[config.mk]
export PLATFORM = sky130hd
export DESIGN_NAME = port_pins
export DESIGN_NICKNAME = d
export VERILOG_FILES = /design/src/port_pins.v
export VERILOG_INCLUDE_DIRS = /design/src
export SDC_FILE = /design/constraint.sdc
export NUM_CORES = 1
export LEC_CHECK = 0
export BUFFER_PORTS_ARGS = -buffer_cell sky130_fd_sc_hd__buf_2
export CAP_MARGIN = 25
export CELL_PAD_IN_SITES_DETAIL_PLACEMENT = 0
export CELL_PAD_IN_SITES_GLOBAL_PLACEMENT = 1
export CORE_MARGIN = 2
export CORE_UTILIZATION = 44
export DETAILED_ROUTE_END_ITERATION = 6
export HOLD_SLACK_MARGIN = 0.06
export PLACE_DENSITY = 0.76
export SLEW_MARGIN = 10
export SYNTH_ARGS = -nofsm -noshare
export SYNTH_HDL_FRONTEND = slang
export SYNTH_SLANG_ARGS = --single-unit
[constraint.sdc]
create_clock -name REF_CLK -period 2.8 [get_ports REF_CLK]
set_clock_uncertainty 0.15 [all_clocks]
set_input_delay 0.42 -clock REF_CLK [delete_from_list [all_inputs] [get_ports REF_CLK]]
set_output_delay 0.42 -clock REF_CLK [all_outputs]
set_load 0.02 [all_outputs]
[src/port_pins_defines.vh]
/*
 * constants for the eight-pin port block: register offsets, field layouts,
 * reset values and drive mode codes.
 * assumes inclusion by bare name from the port design file.
 */
`ifndef PORT_PINS_DEFINES_VH
`define PORT_PINS_DEFINES_VH

// register byte offsets
`define OFS_INT_STATUS 12'h000
`define OFS_INT_MASK 12'h004
`define OFS_EDGE_RISE 12'h008
`define OFS_EDGE_FALL 12'h00c
`define OFS_PORT_CFG 12'h010
`define OFS_IBUF_DIS 12'h014
`define OFS_DATA_OUT 12'h018
`define OFS_DRIVE_MODE 12'h01c
`define OFS_SPECIAL_CFG 12'h020
`define OFS_PIN_STATE 12'h024
`define OFS_RST_CFG 12'h028

// port config fields
`define PCFG_LVTTL_BIT 0
`define PCFG_LOWPWR_BIT 1

// special io config fields
`define SCFG_REG_LO 0
`define SCFG_REG_HI 3
`define SCFG_REF_LO 8
`define SCFG_REF_HI 15

// reference selections per pin pair
`define REF_HALF_IO 2'h0
`define REF_FOUR_TENTHS_IO 2'h1
`define REF_HALF_VREF 2'h2
`define REF_FULL_VREF 2'h3

// drive mode codes
`define DM_HIZ_ANALOG 3'h0
`define DM_HIZ_DIGITAL 3'h1
`define DM_PULL_UP 3'h2
`define DM_PULL_DOWN 3'h3
`define DM_OD_LOW 3'h4
`define DM_OD_HIGH 3'h5
`define DM_STRONG 3'h6
`define DM_PULL_BOTH 3'h7

// reset values
`define RST_DRIVE_MODE 24'h000000
`define RST_BYTE 8'h00
`define RST_WORD 32'h00000000

`endif

[src/port_pins.v]
/*
 * eight-pin port: edge interrupt unit, threshold and buffer options,
 * special io level options, drive mode and reset configuration, ahb-lite slave.
 * assumes pins synchronous to REF_CLK and reset configuration word from
 * nonvolatile storage stable at reset release.
 */
//
// Overview of operation
// [RULE1] one interrupt unit per eight-pin port, one request line.
// [RULE2] each pin: rising, falling, both or no edge interrupt.
// [RULE3] configured edge sets status bit and raises the request.
// [RULE4] edge detection and request keep working in low-power modes.
// [RULE5] only edge detection; level interrupts are built elsewhere.
// [RULE6] port-wide choice of cmos or lvttl input thresholds.
// [RULE7] per-pin input buffer disable, independent of drive mode.
// [RULE8] special pin regulated high level; pulls then unavailable.
// [RULE9] special pins paired, each pair shares one reference selection.
// [RULE10] software uses modes 0, 1 or 4 for over-voltage use.
// [RULE11] during reset all pins sit in high-impedance analog.
// [RULE12] at reset release nonvolatile reset config loaded.
// [RULE13] pin drive kept unchanged in low-power modes.
// [RULE14] three-bit drive mode code per pin, codes 0 to 7.
// [RULE15] reading status clears it; request drops when none set.
// [RULE16] pins sampled each clock, compared with previous sample.
`include "port_pins_defines.vh"
`timescale 1ns/100ps
`default_nettype none

module port_pins (
  // clock and reset
  input wire REF_CLK,
  input wire RSTN,
  // ahb-lite slave
  input wire HSEL,
  input wire [11:0] HADDR,
  input wire [1:0] HTRANS,
  input wire HWRITE,
  input wire [2:0] HSIZE,
  input wire [31:0] HWDATA,
  input wire HREADY,
  output wire HREADYOUT,
  output wire HRESP,
  output reg [31:0] HRDATA,
  // nonvolatile reset configuration, two bits per pin: 0 none, 1 pull-up, 2 pull-down
  input wire [15:0] NV_RST_CFG,
  // pins
  input wire [7:0] PIN_IN,
  output reg [7:0] PIN_OUT,
  output reg [7:0] PIN_OE,
  output reg [7:0] PULL_UP_EN,
  output reg [7:0] PULL_DOWN_EN,
  output reg [7:0] IBUF_EN,
  output reg LVTTL_SEL,
  output reg [3:0] REG_LEVEL_SEL,
  output reg [7:0] PAIR_REF_SEL,
  // interrupt
  output wire IRQ
);

  // ****************************************
  // registers
  // ****************************************
  reg [7:0] status_reg;
  reg [7:0] status_next;
  reg [7:0] mask_reg;
  reg [7:0] rise_en_reg;
  reg [7:0] fall_en_reg;
  reg [1:0] port_cfg_reg;
  reg [7:0] ibuf_dis_reg;
  reg [7:0] data_out_reg;
  reg [23:0] drive_mode_reg;
  reg [11:0] special_cfg_reg;
  reg [15:0] rst_cfg_reg;
  reg [7:0] pin_prev_reg;
  reg [7:0] pin_sample_reg;
  reg [11:0] addr_reg;
  reg write_reg;
  reg read_reg;
  reg [7:0] events;
  integer i;
  // one loop index per process
  integer j;

  localparam ST_LOAD = 2'b01;
  localparam ST_RUN = 2'b10;
  reg [1:0] state_reg;

  function [2:0] mode_of;
    input [23:0] modes;
    input [2:0] idx;
    begin
      mode_of = modes[idx*3 +: 3];
    end
  endfunction

  // ****************************************
  // ahb-lite slave
  // ****************************************
  assign HREADYOUT = 1'b1;
  assign HRESP = 1'b0;
  wire addr_phase = HSEL & HREADY & HTRANS[1];

  always @(posedge REF_CLK or negedge RSTN) begin
    if (!RSTN) begin
      addr_reg <= 12'h000;
      write_reg <= 1'b0;
      read_reg <= 1'b0;
    end else begin
      addr_reg <= HADDR;
      write_reg <= addr_phase & HWRITE;
      read_reg <= addr_phase & ~HWRITE;
    end
  end

  // read data registered at the address phase, valid in the data phase
  always @(posedge REF_CLK or negedge RSTN) begin
    if (!RSTN) begin
      HRDATA <= `RST_WORD;
    end else if (addr_phase & ~HWRITE) begin
      case (HADDR)
        `OFS_INT_STATUS: HRDATA <= {24'h000000, status_next};
        `OFS_INT_MASK: HRDATA <= {24'h000000, mask_reg};
        `OFS_EDGE_RISE: HRDATA <= {24'h000000, rise_en_reg};
        `OFS_EDGE_FALL: HRDATA <= {24'h000000, fall_en_reg};
        `OFS_PORT_CFG: HRDATA <= {30'h0, port_cfg_reg};
        `OFS_IBUF_DIS: HRDATA <= {24'h000000, ibuf_dis_reg};
        `OFS_DATA_OUT: HRDATA <= {24'h000000, data_out_reg};
        `OFS_DRIVE_MODE: HRDATA <= {8'h00, drive_mode_reg};
        `OFS_SPECIAL_CFG: HRDATA <= {16'h0000, special_cfg_reg[11:4], 4'h0, special_cfg_reg[3:0]};
        `OFS_PIN_STATE: HRDATA <= {24'h000000, pin_sample_reg};
        `OFS_RST_CFG: HRDATA <= {16'h0000, rst_cfg_reg};
        default: HRDATA <= `RST_WORD;
      endcase
    end
  end

  // ****************************************
  // edge detection and interrupt
  // ****************************************
  always @* begin
    // [RULE2] per-pin edge select
    // [RULE5] edges only, no level mode
    events = (rise_en_reg & pin_sample_reg & ~pin_prev_reg) |
             (fall_en_reg & ~pin_sample_reg & pin_prev_reg);
    status_next = status_reg;
    // [RULE15] read clears status
    if (read_reg && addr_reg == `OFS_INT_STATUS) begin
      status_next = 8'h00;
    end
    // [RULE3] event sets status, wins over clear
    status_next = status_next | events;
  end

  // [RULE16] sample and compare
  always @(posedge REF_CLK or negedge RSTN) begin
    if (!RSTN) begin
      pin_sample_reg <= 8'h00;
      pin_prev_reg <= 8'h00;
      status_reg <= 8'h00;
    end else begin
      pin_sample_reg <= PIN_IN;
      pin_prev_reg <= pin_sample_reg;
      // [RULE4] runs regardless of low-power bit
      status_reg <= status_next;
    end
  end

  // [RULE1] single port request
  assign IRQ = |(status_reg & ~mask_reg);

  // ****************************************
  // configuration registers
  // ****************************************
  always @(posedge REF_CLK or negedge RSTN) begin
    if (!RSTN) begin
      mask_reg <= `RST_BYTE;
      rise_en_reg <= `RST_BYTE;
      fall_en_reg <= `RST_BYTE;
      port_cfg_reg <= 2'h0;
      ibuf_dis_reg <= `RST_BYTE;
      data_out_reg <= `RST_BYTE;
      drive_mode_reg <= `RST_DRIVE_MODE;
      special_cfg_reg <= 12'h000;
      rst_cfg_reg <= 16'h0000;
      state_reg <= ST_LOAD;
    end else begin
      case (state_reg)
        // [RULE12] copy nonvolatile reset config after release
        ST_LOAD: begin
          // bus writes landing in this cycle are lost
          rst_cfg_reg <= NV_RST_CFG;
          data_out_reg <= 8'h00;
          for (j = 0; j < 8; j = j + 1) begin
            if (NV_RST_CFG[j*2 +: 2] == 2'h1) begin
              drive_mode_reg[j*3 +: 3] <= `DM_PULL_UP;
              data_out_reg[j] <= 1'b1;
            end else if (NV_RST_CFG[j*2 +: 2] == 2'h2) begin
              drive_mode_reg[j*3 +: 3] <= `DM_PULL_DOWN;
            end
          end
          state_reg <= ST_RUN;
        end
        ST_RUN: begin
          if (write_reg) begin
            case (addr_reg)
              `OFS_INT_MASK: mask_reg <= HWDATA[7:0];
              `OFS_EDGE_RISE: rise_en_reg <= HWDATA[7:0];
              `OFS_EDGE_FALL: fall_en_reg <= HWDATA[7:0];
              `OFS_PORT_CFG: port_cfg_reg <= HWDATA[1:0];
              `OFS_IBUF_DIS: ibuf_dis_reg <= HWDATA[7:0];
              `OFS_DATA_OUT: data_out_reg <= HWDATA[7:0];
              // [RULE14] three bits per pin
              `OFS_DRIVE_MODE: drive_mode_reg <= HWDATA[23:0];
              `OFS_SPECIAL_CFG: special_cfg_reg <=
                {HWDATA[`SCFG_REF_HI:`SCFG_REF_LO], HWDATA[`SCFG_REG_HI:`SCFG_REG_LO]};
              default: mask_reg <= mask_reg;
            endcase
          end
        end
        default: state_reg <= ST_RUN;
      endcase
    end
  end

  // ****************************************
  // pin drive
  // ****************************************
  // [RULE13] drive follows only registers, untouched by low-power bit
  always @(posedge REF_CLK or negedge RSTN) begin
    if (!RSTN) begin
      // [RULE11] high-impedance analog during reset
      PIN_OUT <= 8'h00;
      PIN_OE <= 8'h00;
      PULL_UP_EN <= 8'h00;
      PULL_DOWN_EN <= 8'h00;
      IBUF_EN <= 8'h00;
      LVTTL_SEL <= 1'b0;
      REG_LEVEL_SEL <= 4'h0;
      PAIR_REF_SEL <= 8'h00;
    end else begin
      // [RULE6] port-wide threshold
      LVTTL_SEL <= port_cfg_reg[`PCFG_LVTTL_BIT];
      // [RULE8] regulated high level per special pin
      REG_LEVEL_SEL <= special_cfg_reg[3:0];
      // [RULE9] one reference per pin pair
      PAIR_REF_SEL <= special_cfg_reg[11:4];
      for (i = 0; i < 8; i = i + 1) begin
        PIN_OUT[i] <= data_out_reg[i];
        case (mode_of(drive_mode_reg, i[2:0]))
          `DM_PULL_UP: begin
            PIN_OE[i] <= ~data_out_reg[i];
            PULL_UP_EN[i] <= data_out_reg[i];
            PULL_DOWN_EN[i] <= 1'b0;
          end
          `DM_PULL_DOWN: begin
            PIN_OE[i] <= data_out_reg[i];
            PULL_UP_EN[i] <= 1'b0;
            PULL_DOWN_EN[i] <= ~data_out_reg[i];
          end
          `DM_OD_LOW: begin
            PIN_OE[i] <= ~data_out_reg[i];
            PULL_UP_EN[i] <= 1'b0;
            PULL_DOWN_EN[i] <= 1'b0;
          end
          `DM_OD_HIGH: begin
            PIN_OE[i] <= data_out_reg[i];
            PULL_UP_EN[i] <= 1'b0;
            PULL_DOWN_EN[i] <= 1'b0;
          end
          `DM_STRONG: begin
            PIN_OE[i] <= 1'b1;
            PULL_UP_EN[i] <= 1'b0;
            PULL_DOWN_EN[i] <= 1'b0;
          end
          `DM_PULL_BOTH: begin
            PIN_OE[i] <= 1'b0;
            PULL_UP_EN[i] <= data_out_reg[i];
            PULL_DOWN_EN[i] <= ~data_out_reg[i];
          end
          default: begin
            PIN_OE[i] <= 1'b0;
            PULL_UP_EN[i] <= 1'b0;
            PULL_DOWN_EN[i] <= 1'b0;
          end
        endcase
        // [RULE8] no pulls on regulated special pins
        if (i < 4 && special_cfg_reg[i]) begin
          PULL_UP_EN[i] <= 1'b0;
          PULL_DOWN_EN[i] <= 1'b0;
        end
        // [RULE7] buffer disable overrides any mode
        IBUF_EN[i] <= ~ibuf_dis_reg[i] &&
                      (mode_of(drive_mode_reg, i[2:0]) != `DM_HIZ_ANALOG);
      end
    end
  end

endmodule // port_pins

`default_nettype wire

---- Yosys cells after proc, flatten, opt, wreduce, memory -nomap -nowiden ----
Cells that the tools add are included.
operators by class
  equality and inequality tests ........... 95
  muxes and demuxes ....................... 64
  bitwise logic cells ..................... 31
  reduce and logical (&&, ||, !) cells .... 68
operators by type and width
  operator                                                                count
  24-bit one-hot mux with 11 select lines                                 1
  12-bit by 5-bit equality test with 1-bit output, second input constant  8
  3-bit equality test, second input constant                              32
  2-bit OR reduction                                                      32
  12-bit by 4-bit equality test with 1-bit output, second input constant  4
  12-bit by 6-bit equality test with 1-bit output, second input constant  4
  3-bit by 2-bit equality test with 1-bit output, second input constant   16
  24-bit two-way mux                                                      2
  3-bit two-way mux                                                       16
  24-bit one-hot mux with 2 select lines                                  1
  8-bit bitwise AND                                                       5
  1-bit two-way mux                                                       32
  4-bit AND reduction                                                     8
  12-bit by 3-bit equality test with 1-bit output, second input constant  2
  12-bit zero test                                                        2
  8-bit two-way mux                                                       3
  3-bit != test, second input constant                                    8
  8-bit NOT                                                               3
  1-bit one-hot mux with 3 select lines                                   8
  3-bit nonzero test                                                      8
  3-bit AND reduction                                                     7
  2-bit by 1-bit equality test with 1-bit output, second input constant   9
  2-bit equality test, second input constant                              9
  1-bit NOT                                                               17
  other kinds (8)                                                         21
storage, ports and cells
  bits in registers ....................... 219
  input port bits ......................... 78
  output and inout port bits .............. 88
  logic and storage cells ................. 290

---- Logic depth before layout (Yosys ltp) ----
Gate-level depths: netlist of run 1.
  depth after elaboration ................. 6
  mapped depth ............................ 7
  gate-level depth less buffers ........... 5

---- Least setup slack after synthesis of run 1 ----
OpenSTA, ideal clock, no wires.
  path type ............................... flip-flop to flip-flop
  from .................................... register addr_reg[9]
  to ...................................... register drive_mode_reg[15]
  setup time .............................. 0.125 ns
  arrival ................................. 1.786 ns
  required time ........................... 2.525 ns
  slack ................................... 0.739 ns
  stages on the path, launching flop included .. 6
  buffers on the path ..................... 0
  period minus slack after synthesis ...... 2.061 ns
  cell sequence ........................... dfrtp_1 > or4_4 > nor2_1 > a21oi_2 > a21oi_1 > mux2_2
between the ends
  cells in the longest elaborated chain, start to end .. 3
ends and longest elaborated chain
  element                                             RTL line         source
  start: declaration                                  port_pins.v:76   reg [11:0] addr_reg;
  start signal: assignment                            port_pins.v:105  addr_reg <= 12'h000;
  start signal: assignment                            port_pins.v:109  addr_reg <= HADDR;
  12-bit by 5-bit equality test with 1-bit output     port_pins.v:205  case (addr_reg)
  2-bit by 1-bit != test with 1-bit output (no line)  -
  4-bit AND reduction (no line)                       -
  end signal: indexed assignment                      port_pins.v:195  drive_mode_reg[j*3 +: 3] <= `DM_PULL_UP;
  end signal: indexed assignment                      port_pins.v:198  drive_mode_reg[j*3 +: 3] <= `DM_PULL_DOWN;
  end signal: assignment                              port_pins.v:213  `OFS_DRIVE_MODE: drive_mode_reg <= HWDATA[23:0];
  end: declaration                                    port_pins.v:71   reg [23:0] drive_mode_reg;
Every way passes these cells.
A chain may end at the register's enable or synchronous reset.

---- Final worst setup path of run 1 ----
  from .................................... register addr_reg[5]
  to ...................................... register drive_mode_reg[21]
Same word-level chain as after synthesis.

==> out/qor.yml, run 1 <==
status: "completed"
avgRoutedWirePerCell_um: 20.0
dieArea_um2: 22100
min_to: "drive_mode_reg[16]$_DFFE_PN0P_"
ff2ff_setup_slack_ns: 0.44
peakVddDrop_uv: 423
maxCapViolCount: 0
setup_viol: 0
grt_pass1_wl_um: 39600
area_growth_pct: 26.6
tns_ns: 0
slew_violations: 0
worstSetupPathType: "reg -> reg"
grtUsageMet3_pct: 3.83
required_ns: 3.03
async_flop_share_pct: 100
rsz0062_at_grt: "false"
ios: 166
cts_max_path_buffers: 3
worst_pin_slew_ns: 0.595
synth_cell_types: 70
place.gp.congestion: 0.913
rr_startpoint: "addr_reg[5]$_DFF_PN0_"
via_per_inst: 5.46
ant_nets: 0
syn_avg_cell_area_um2: 12.0
grt_max_degree: 73
n_fill_cell: 1694
arrival_ns: 2.58
ctsRootBufferMaster: "clkbuf_16"
die_w_um: 149
cp-start-kind: "register"
timing.critical_path.to_type: "register"
path_clk_slew_ns: 0.06
r2r-end: "drive_mode_reg[21]$_DFFE_PN0P_"
grt_pass1_vias: 6996
antenna_cells: 0
hold_violations: 0
cts_hold_repair.buffers: 44
cts_tree: "yes"
synth-warning-count: 0
synth_seq_area_share_pct: 57.4
hold_slack_ns: 0.0737
powerDensity_nw_per_um2: 667
post_cts_buffers: 0
final.min_clock_period_ns: 2.36
drt_iter0_drc: 570
initial_utilization_pct: 45.2
track_usage_pct: 23.3
worst_r2r_path_depth: 5
synth_ff_type: "dfrtp_1"
std_cell_rows: 52
design.core.area_um2: 20400
gr-usage-met1_pct: 32.1
min_period_over_period_pct: 84.1
syn-cell-area_um2: 9210
clk_latency_ns: 0.51
overflow: 0
hpwl_um: 18000
min_delay_path_depth: 3
synth_cells: 767
antenna_found_initial: 0
via_count: 6959
numCtsBuffers: 23
slew_headroom_pct: 59.9
final_layout_size_suffix_gt1_share_pct: 30.9
top_usage_layer: "met2"
port_buffers: 143
cellLeakagePower_nw: 5.33
fin_area_um2: 11700
holdCritPathClass: "in -> reg"
drtPass1Iterations: 5
use_met2_pct: 38.5
synth_edf_count: 0
min_from: "HWDATA[16]"
final_util_pct: 57.2
critPathMaxFanout: 8
cts.sinks: 211
placed_area_um2: 10400
cts_max_level: 1
fp.dieH_um: 149
drt-total-wl_um: 25400
layout.nets: 1075
cts_resized: 0
synth_seq_cells: 211
fmax_mhz: 425
drc: 0
total_power_w: 0.00777
## cell families after synthesis
logic type               Yosys count  synth area share, %
AO/OA/AOI/OAI                    169                 11.9
XOR/XNOR                           9                0.856
adder cells (fa/ha/maj)            8                 1.09
multiplexers                     108                 12.8
AND/OR/NAND/NOR                  193                 12.6
flip-flops                       211                 57.4
other                              2               0.0816
buffers and inverters             67                 3.36
## where the power goes
group	total, W	switching, W	internal [W]
Combinational	0.00104	0.000591	0.000450
Clock	0.00312	0.00116	0.00196
Sequential	0.00361	0.000266	0.00334
## Yosys cell counts, drive strengths merged, types with 10 or more instances
library cell / instances / area (um2)
clkbuf: 12 / 46.3
o21ai: 56 / 280
nand2: 57 / 219
nor3: 16 / 95.1
mux2i: 32 / 320
a22oi: 21 / 158
nand2b: 11 / 68.8
a22o: 10 / 87.6
buf: 20 / 131
dfrtp: 210 / 5260
nor2: 30 / 118
inv: 35 / 131
mux2: 76 / 856
nor2b: 10 / 62.6
a21oi: 32 / 171
## worst max path at each step
stage                                      from                        endpoint  slack (ns)  cells past startpoint
after CTS                 addr_reg[5]$_DFF_PN0_  drive_mode_reg[21]$_DFFE_PN0P_        0.44                      5
after detailed placement  addr_reg[9]$_DFF_PN0_  drive_mode_reg[21]$_DFFE_PN0P_        0.48                      5
final                     addr_reg[5]$_DFF_PN0_  drive_mode_reg[21]$_DFFE_PN0P_        0.44                      5
after global placement    addr_reg[9]$_DFF_PN0_  drive_mode_reg[21]$_DFFE_PN0P_        0.49                      5
after floorplan           addr_reg[9]$_DFF_PN0_  drive_mode_reg[15]$_DFFE_PN0P_        0.74                      5
after global routing      addr_reg[7]$_DFF_PN0_  drive_mode_reg[21]$_DFFE_PN0P_        0.36                      5
## cells in the final DEF, fill, tap and decap left out, types with 4 or more instances in the layout
cell / n
xor2_1: 7
a22oi_1: 21
o22ai_1: 8
buf_2: 142
o21ai_1: 12
nand3b_1: 4
inv_1: 35
or3_1: 6
mux2_2: 74
dlygate4sd3_1: 46
clkbuf_8: 8
nand2_1: 55
o21ai_0: 44
nor3_1: 13
conb_1: 12
and3b_1: 9
a21o_1: 7
a221oi_1: 6
a32oi_1: 8
a21oi_1: 29
clkbuf_16: 23
a22o_1: 10
a31oi_1: 4
nand3_1: 6
nor2b_1: 8
mux2i_1: 32
nor4b_1: 8
nor2_1: 28
nand2b_1: 11
buf_4: 27
ha_1: 8
nor4_1: 4
dfrtp_1: 210
and3_1: 4
nor4bb_1: 6
## worst max-delay path, cell delays in order (launching register included)
cell and delay [ns]:
dfrtp_1 0.39, or4b_1 0.58, nor2_1 0.15, a21oi_2 0.17, a21oi_1 0.40, mux2_2 0.39
## cell type report
cell class / count / area, um2 / area share, %
multi-input cells: 499 / 3660 / 31.4
clock buffers: 33 / 683 / 5.86
inverters: 35 / 131 / 1.13
repair buffers: 219 / 1450 / 12.4
clock inverters: 7 / 114 / 0.977
flip-flops and latches: 211 / 5280 / 45.3
well taps: 270 / 338 / 2.90
## routing by layer
layer,wire length (um),share of wire (%)
met4,463,1.8
met2,12100,47
met3,1440,5.7
met1,11500,45
met5,0,0
## per-stage QoR
step | worst slack [ns] | instances
2_1_floorplan | 0.739 | 777
3_3_place_gp | 0.491 | 1188
3_5_place_dp | 0.478 | 1188
4_1_cts | 0.440 | 1272
5_1_grt | 0.358 | 1274
6_report | 0.445 | 1274
Power figures use the tool's default switching activity.
==> inputs of run 2 (changes only) <==
- ABC_AREA: unset -> 1
- CORE_UTILIZATION: 44 -> 42
- clock period: 2.8 -> 2.5 ns (I/O delays scaled with it)
==> out/qor.yml, run 2 <==
status: "completed"
grt_pass1_wl_um: 40900
overflow: 0
cts_max_path_buffers: 3
yosys.cell_count.top_type: "nand2_1"
placed_area_um2: 10300
cts.sinks: 211
pwr-share-seq_pct: 45.6
post_cts_buffers: 0
syn_avg_cell_area_um2: 9.25
std_cell_rows: 53
numCtsBuffers: 23
drt_iter0_drc: 430
n_fill_cell: 1942
drc: 0
ctsRootBufferMaster: "clkbuf_16"
drt-total-wl_um: 26300
final.min_clock_period_ns: 2.29
slew_violations: 0
peakVddDrop_uv: 482
fmax_mhz: 436
switching_share_pct: 26.4
holdCritPathClass: "in -> reg"
hold_violations: 0
arrival_ns: 2.60
critPathBufInv: 3
fin_area_um2: 11700
cpMostUsedCell: "nand2_1"
p_switching_w: 0.00224
cts_resized: 0
antenna_found_initial: 0
syn-cell-area_um2: 9150
hold_slack_ns: 0.0657
synth_ff_type: "dfrtp_1"
critPathLaunch: "HADDR[11]"
path_clk_slew_ns: 0.06
synth_cell_types: 40
cts_hold_repair.buffers: 61
clockPowerShare_pct: 42.7
cellLeakagePower_nw: 6.00
rr_startpoint: "state_reg[0]$_DFFE_PN1N_"
die_w_um: 152
p_comb_share_pct: 11.7
hpwl_um: 18600
powerDensity_nw_per_um2: 727
place.gp.congestion: 0.879
fp.dieH_um: 152
min_period_over_period_pct: 91.7
tns_ns: 0
synth_compound_area_share_pct: 11.9
layout.nets: 1304
path_cells: "dlygate4sd3_1 -> buf_2 -> nor2_1 -> nand2_2 -> nor2_2 -> inv_2 -> nor2_4 -> nand2_1 -> nand2_1 -> nor2_1 -> nand2_1 -> nand2_1 -> nand2_1"
slew_headroom_pct: 37.0
design.core.area_um2: 21200
timing.critical_path.to_type: "register"
synth_common_cells: "nand2_1 (239), dfrtp_1 (210), inv_1 (89), nand3_1 (68), o21ai_0 (68)"
synth_edf_count: 0
grt_max_degree: 60
synthAdderAreaFrac_pct: 1.09
rsz0062_at_grt: "false"
setup_viol: 0
final_cell_mix: "nand2_1 (239), dfrtp_1 (210), buf_2 (142)"
cts_max_level: 1
synth-warning-count: 0
synth_seq_cells: 211
worstSetupPathType: "in -> reg"
track_usage_pct: 23.4
dieArea_um2: 23000
ios: 166
async_flop_share_pct: 100
grt_pass1_vias: 7411
min_from: "HWDATA[4]"
synth_top_family_by_area: "simple AND/OR/NAND/NOR gates"
slowest_delay_ns: 0.53
drtPass1Iterations: 4
initial_utilization_pct: 43.1
area_growth_pct: 27.9
yosys.area_share.simple_pct: 20.9
avgRoutedWirePerCell_um: 17.4
p_int_w: 0.00626
synth_seq_area_share_pct: 57.7
muxShareOfSynthArea_pct: 1.35
via_per_inst: 5.01
cts_tree: "yes"
clk_latency_ns: 0.53
via_count: 7560
ant_nets: 0
synth_xor_area_share_pct: 0.766
cpLargestDelayFamily: "simple AND/OR/NAND/NOR gates"
synth_top_area_share_pct: 57.4
worst_pin_slew_ns: 0.920
cp-start-kind: "primary input"
synth_cells: 989
synth_area_leaders: "dfrtp_1 (57%), nand2_1 (9.8%), nand3_1 (3.7%)"
final_common_cell: "nand2_1"
required_ns: 2.81
final_layout_size_suffix_gt1_share_pct: 22.0
maxCapViolCount: 0
port_buffers: 143
critPathMaxFanout: 10
yosysTopAreaCell: "dfrtp_1"
antenna_cells: 0
slowest_stage: "dlygate4sd3_1"
## run 2: cell count changes after synthesis, moves of 9 or more
cell	previous run	this run
a22o_1	10	0
a22oi_1	21	0
and3b_1	9	0
inv_1	35	89
inv_2	0	14
mux2_2	74	11
mux2i_1	32	0
nand2_1	55	239
nand2b_1	11	0
nand3_1	6	68
nor2_1	28	61
nor2b_1	10	0
o21ai_0	44	68
o21ai_1	12	42
## run 2: metal layers
metal | part of all wire [%] | track usage (%) | up-vias
met4 | 1.7 | 5.46 | 0
met5 | 0 | 0 | -
li1 | - | - | 3691
met3 | 5.5 | 3.38 | 32
met1 | 46 | 33.3 | 3625
met2 | 47 | 38.1 | 212
## run 2: worst register-to-register path, delay by kind of cell, from the launching register on
| kind | cells | cell delay, ns |
|---|---|---|
| buf+inv | 1 | 0.24 |
| flops | 1 | 0.55 |
| simple gates | 2 | 0.50 |
| compound gates | 3 | 0.48 |
## run 2: final cells by class
class | instances | area [um2] | share of cell area [%]
Multi-Input combinational cell | 656 | 3340 | 28.5
Tap cell | 275 | 344 | 2.94
Sequential cell | 211 | 5280 | 45.1
Inverter | 103 | 387 | 3.30
Clock inverter | 9 | 141 | 1.21
Clock buffer | 32 | 679 | 5.81
Timing Repair Buffer | 223 | 1530 | 13.1
## run 2: final timing paths
| check | end | slack [ns] | depth (start not counted) |
|---|---|---|---|
| worst max-delay path | HRDATA[0]$_DFFE_PN0P_ | 0.21 | 13 |
| worst min-delay path | drive_mode_reg[4]$_DFFE_PN0P_ | 0.07 | 3 |
| worst max register to register | drive_mode_reg[15]$_DFFE_PN0P_ | 0.49 | 6 |
| worst min register to register | PAIR_REF_SEL[6]$_DFF_PN0_ | 0.26 | 0 |
| max in group asynchronous | state_reg[0]$_DFFE_PN1N_ | 1.30 | 3 |
| min in group asynchronous | pin_prev_reg[6]$_DFF_PN0_ | 0.24 | 2 |
## run 2: kinds of logic (layout without fill, tap and decap cells)
family | count (synthesis) | after routing
other cells | 2 | 12
mux | 11 | 11
simple gates | 427 | 427
buf+inv | 132 | 367
fa+ha+maj | 8 | 8
flops | 211 | 211
xor+xnor | 8 | 8
compound gates | 190 | 190
## run 2: stage by stage
step           util, %  total power (W)  setup slack, ns  instances
2_1_floorplan        -          0.00443            0.901        999
3_3_place_gp      48.4          0.00484            0.282       1407
3_5_place_dp      48.4          0.00485            0.295       1407
4_1_cts           55.1          0.00857            0.276       1509
5_1_grt           55.1          0.00885           0.0514       1509
6_report          55.1          0.00850            0.207       1509
## run 2: power by group through the flow
| stage | clock (W) | sequential, W | combinational (W) |
|---|---|---|---|
| after floorplan | 0 | 0.00399 | 0.000434 |
| after global placement | 0 | 0.00393 | 0.000907 |
| after detailed placement | 0 | 0.00393 | 0.000919 |
| after CTS | 0.00370 | 0.00387 | 0.000997 |
| after global routing | 0.00384 | 0.00391 | 0.00111 |
| final | 0.00363 | 0.00388 | 0.000993 |
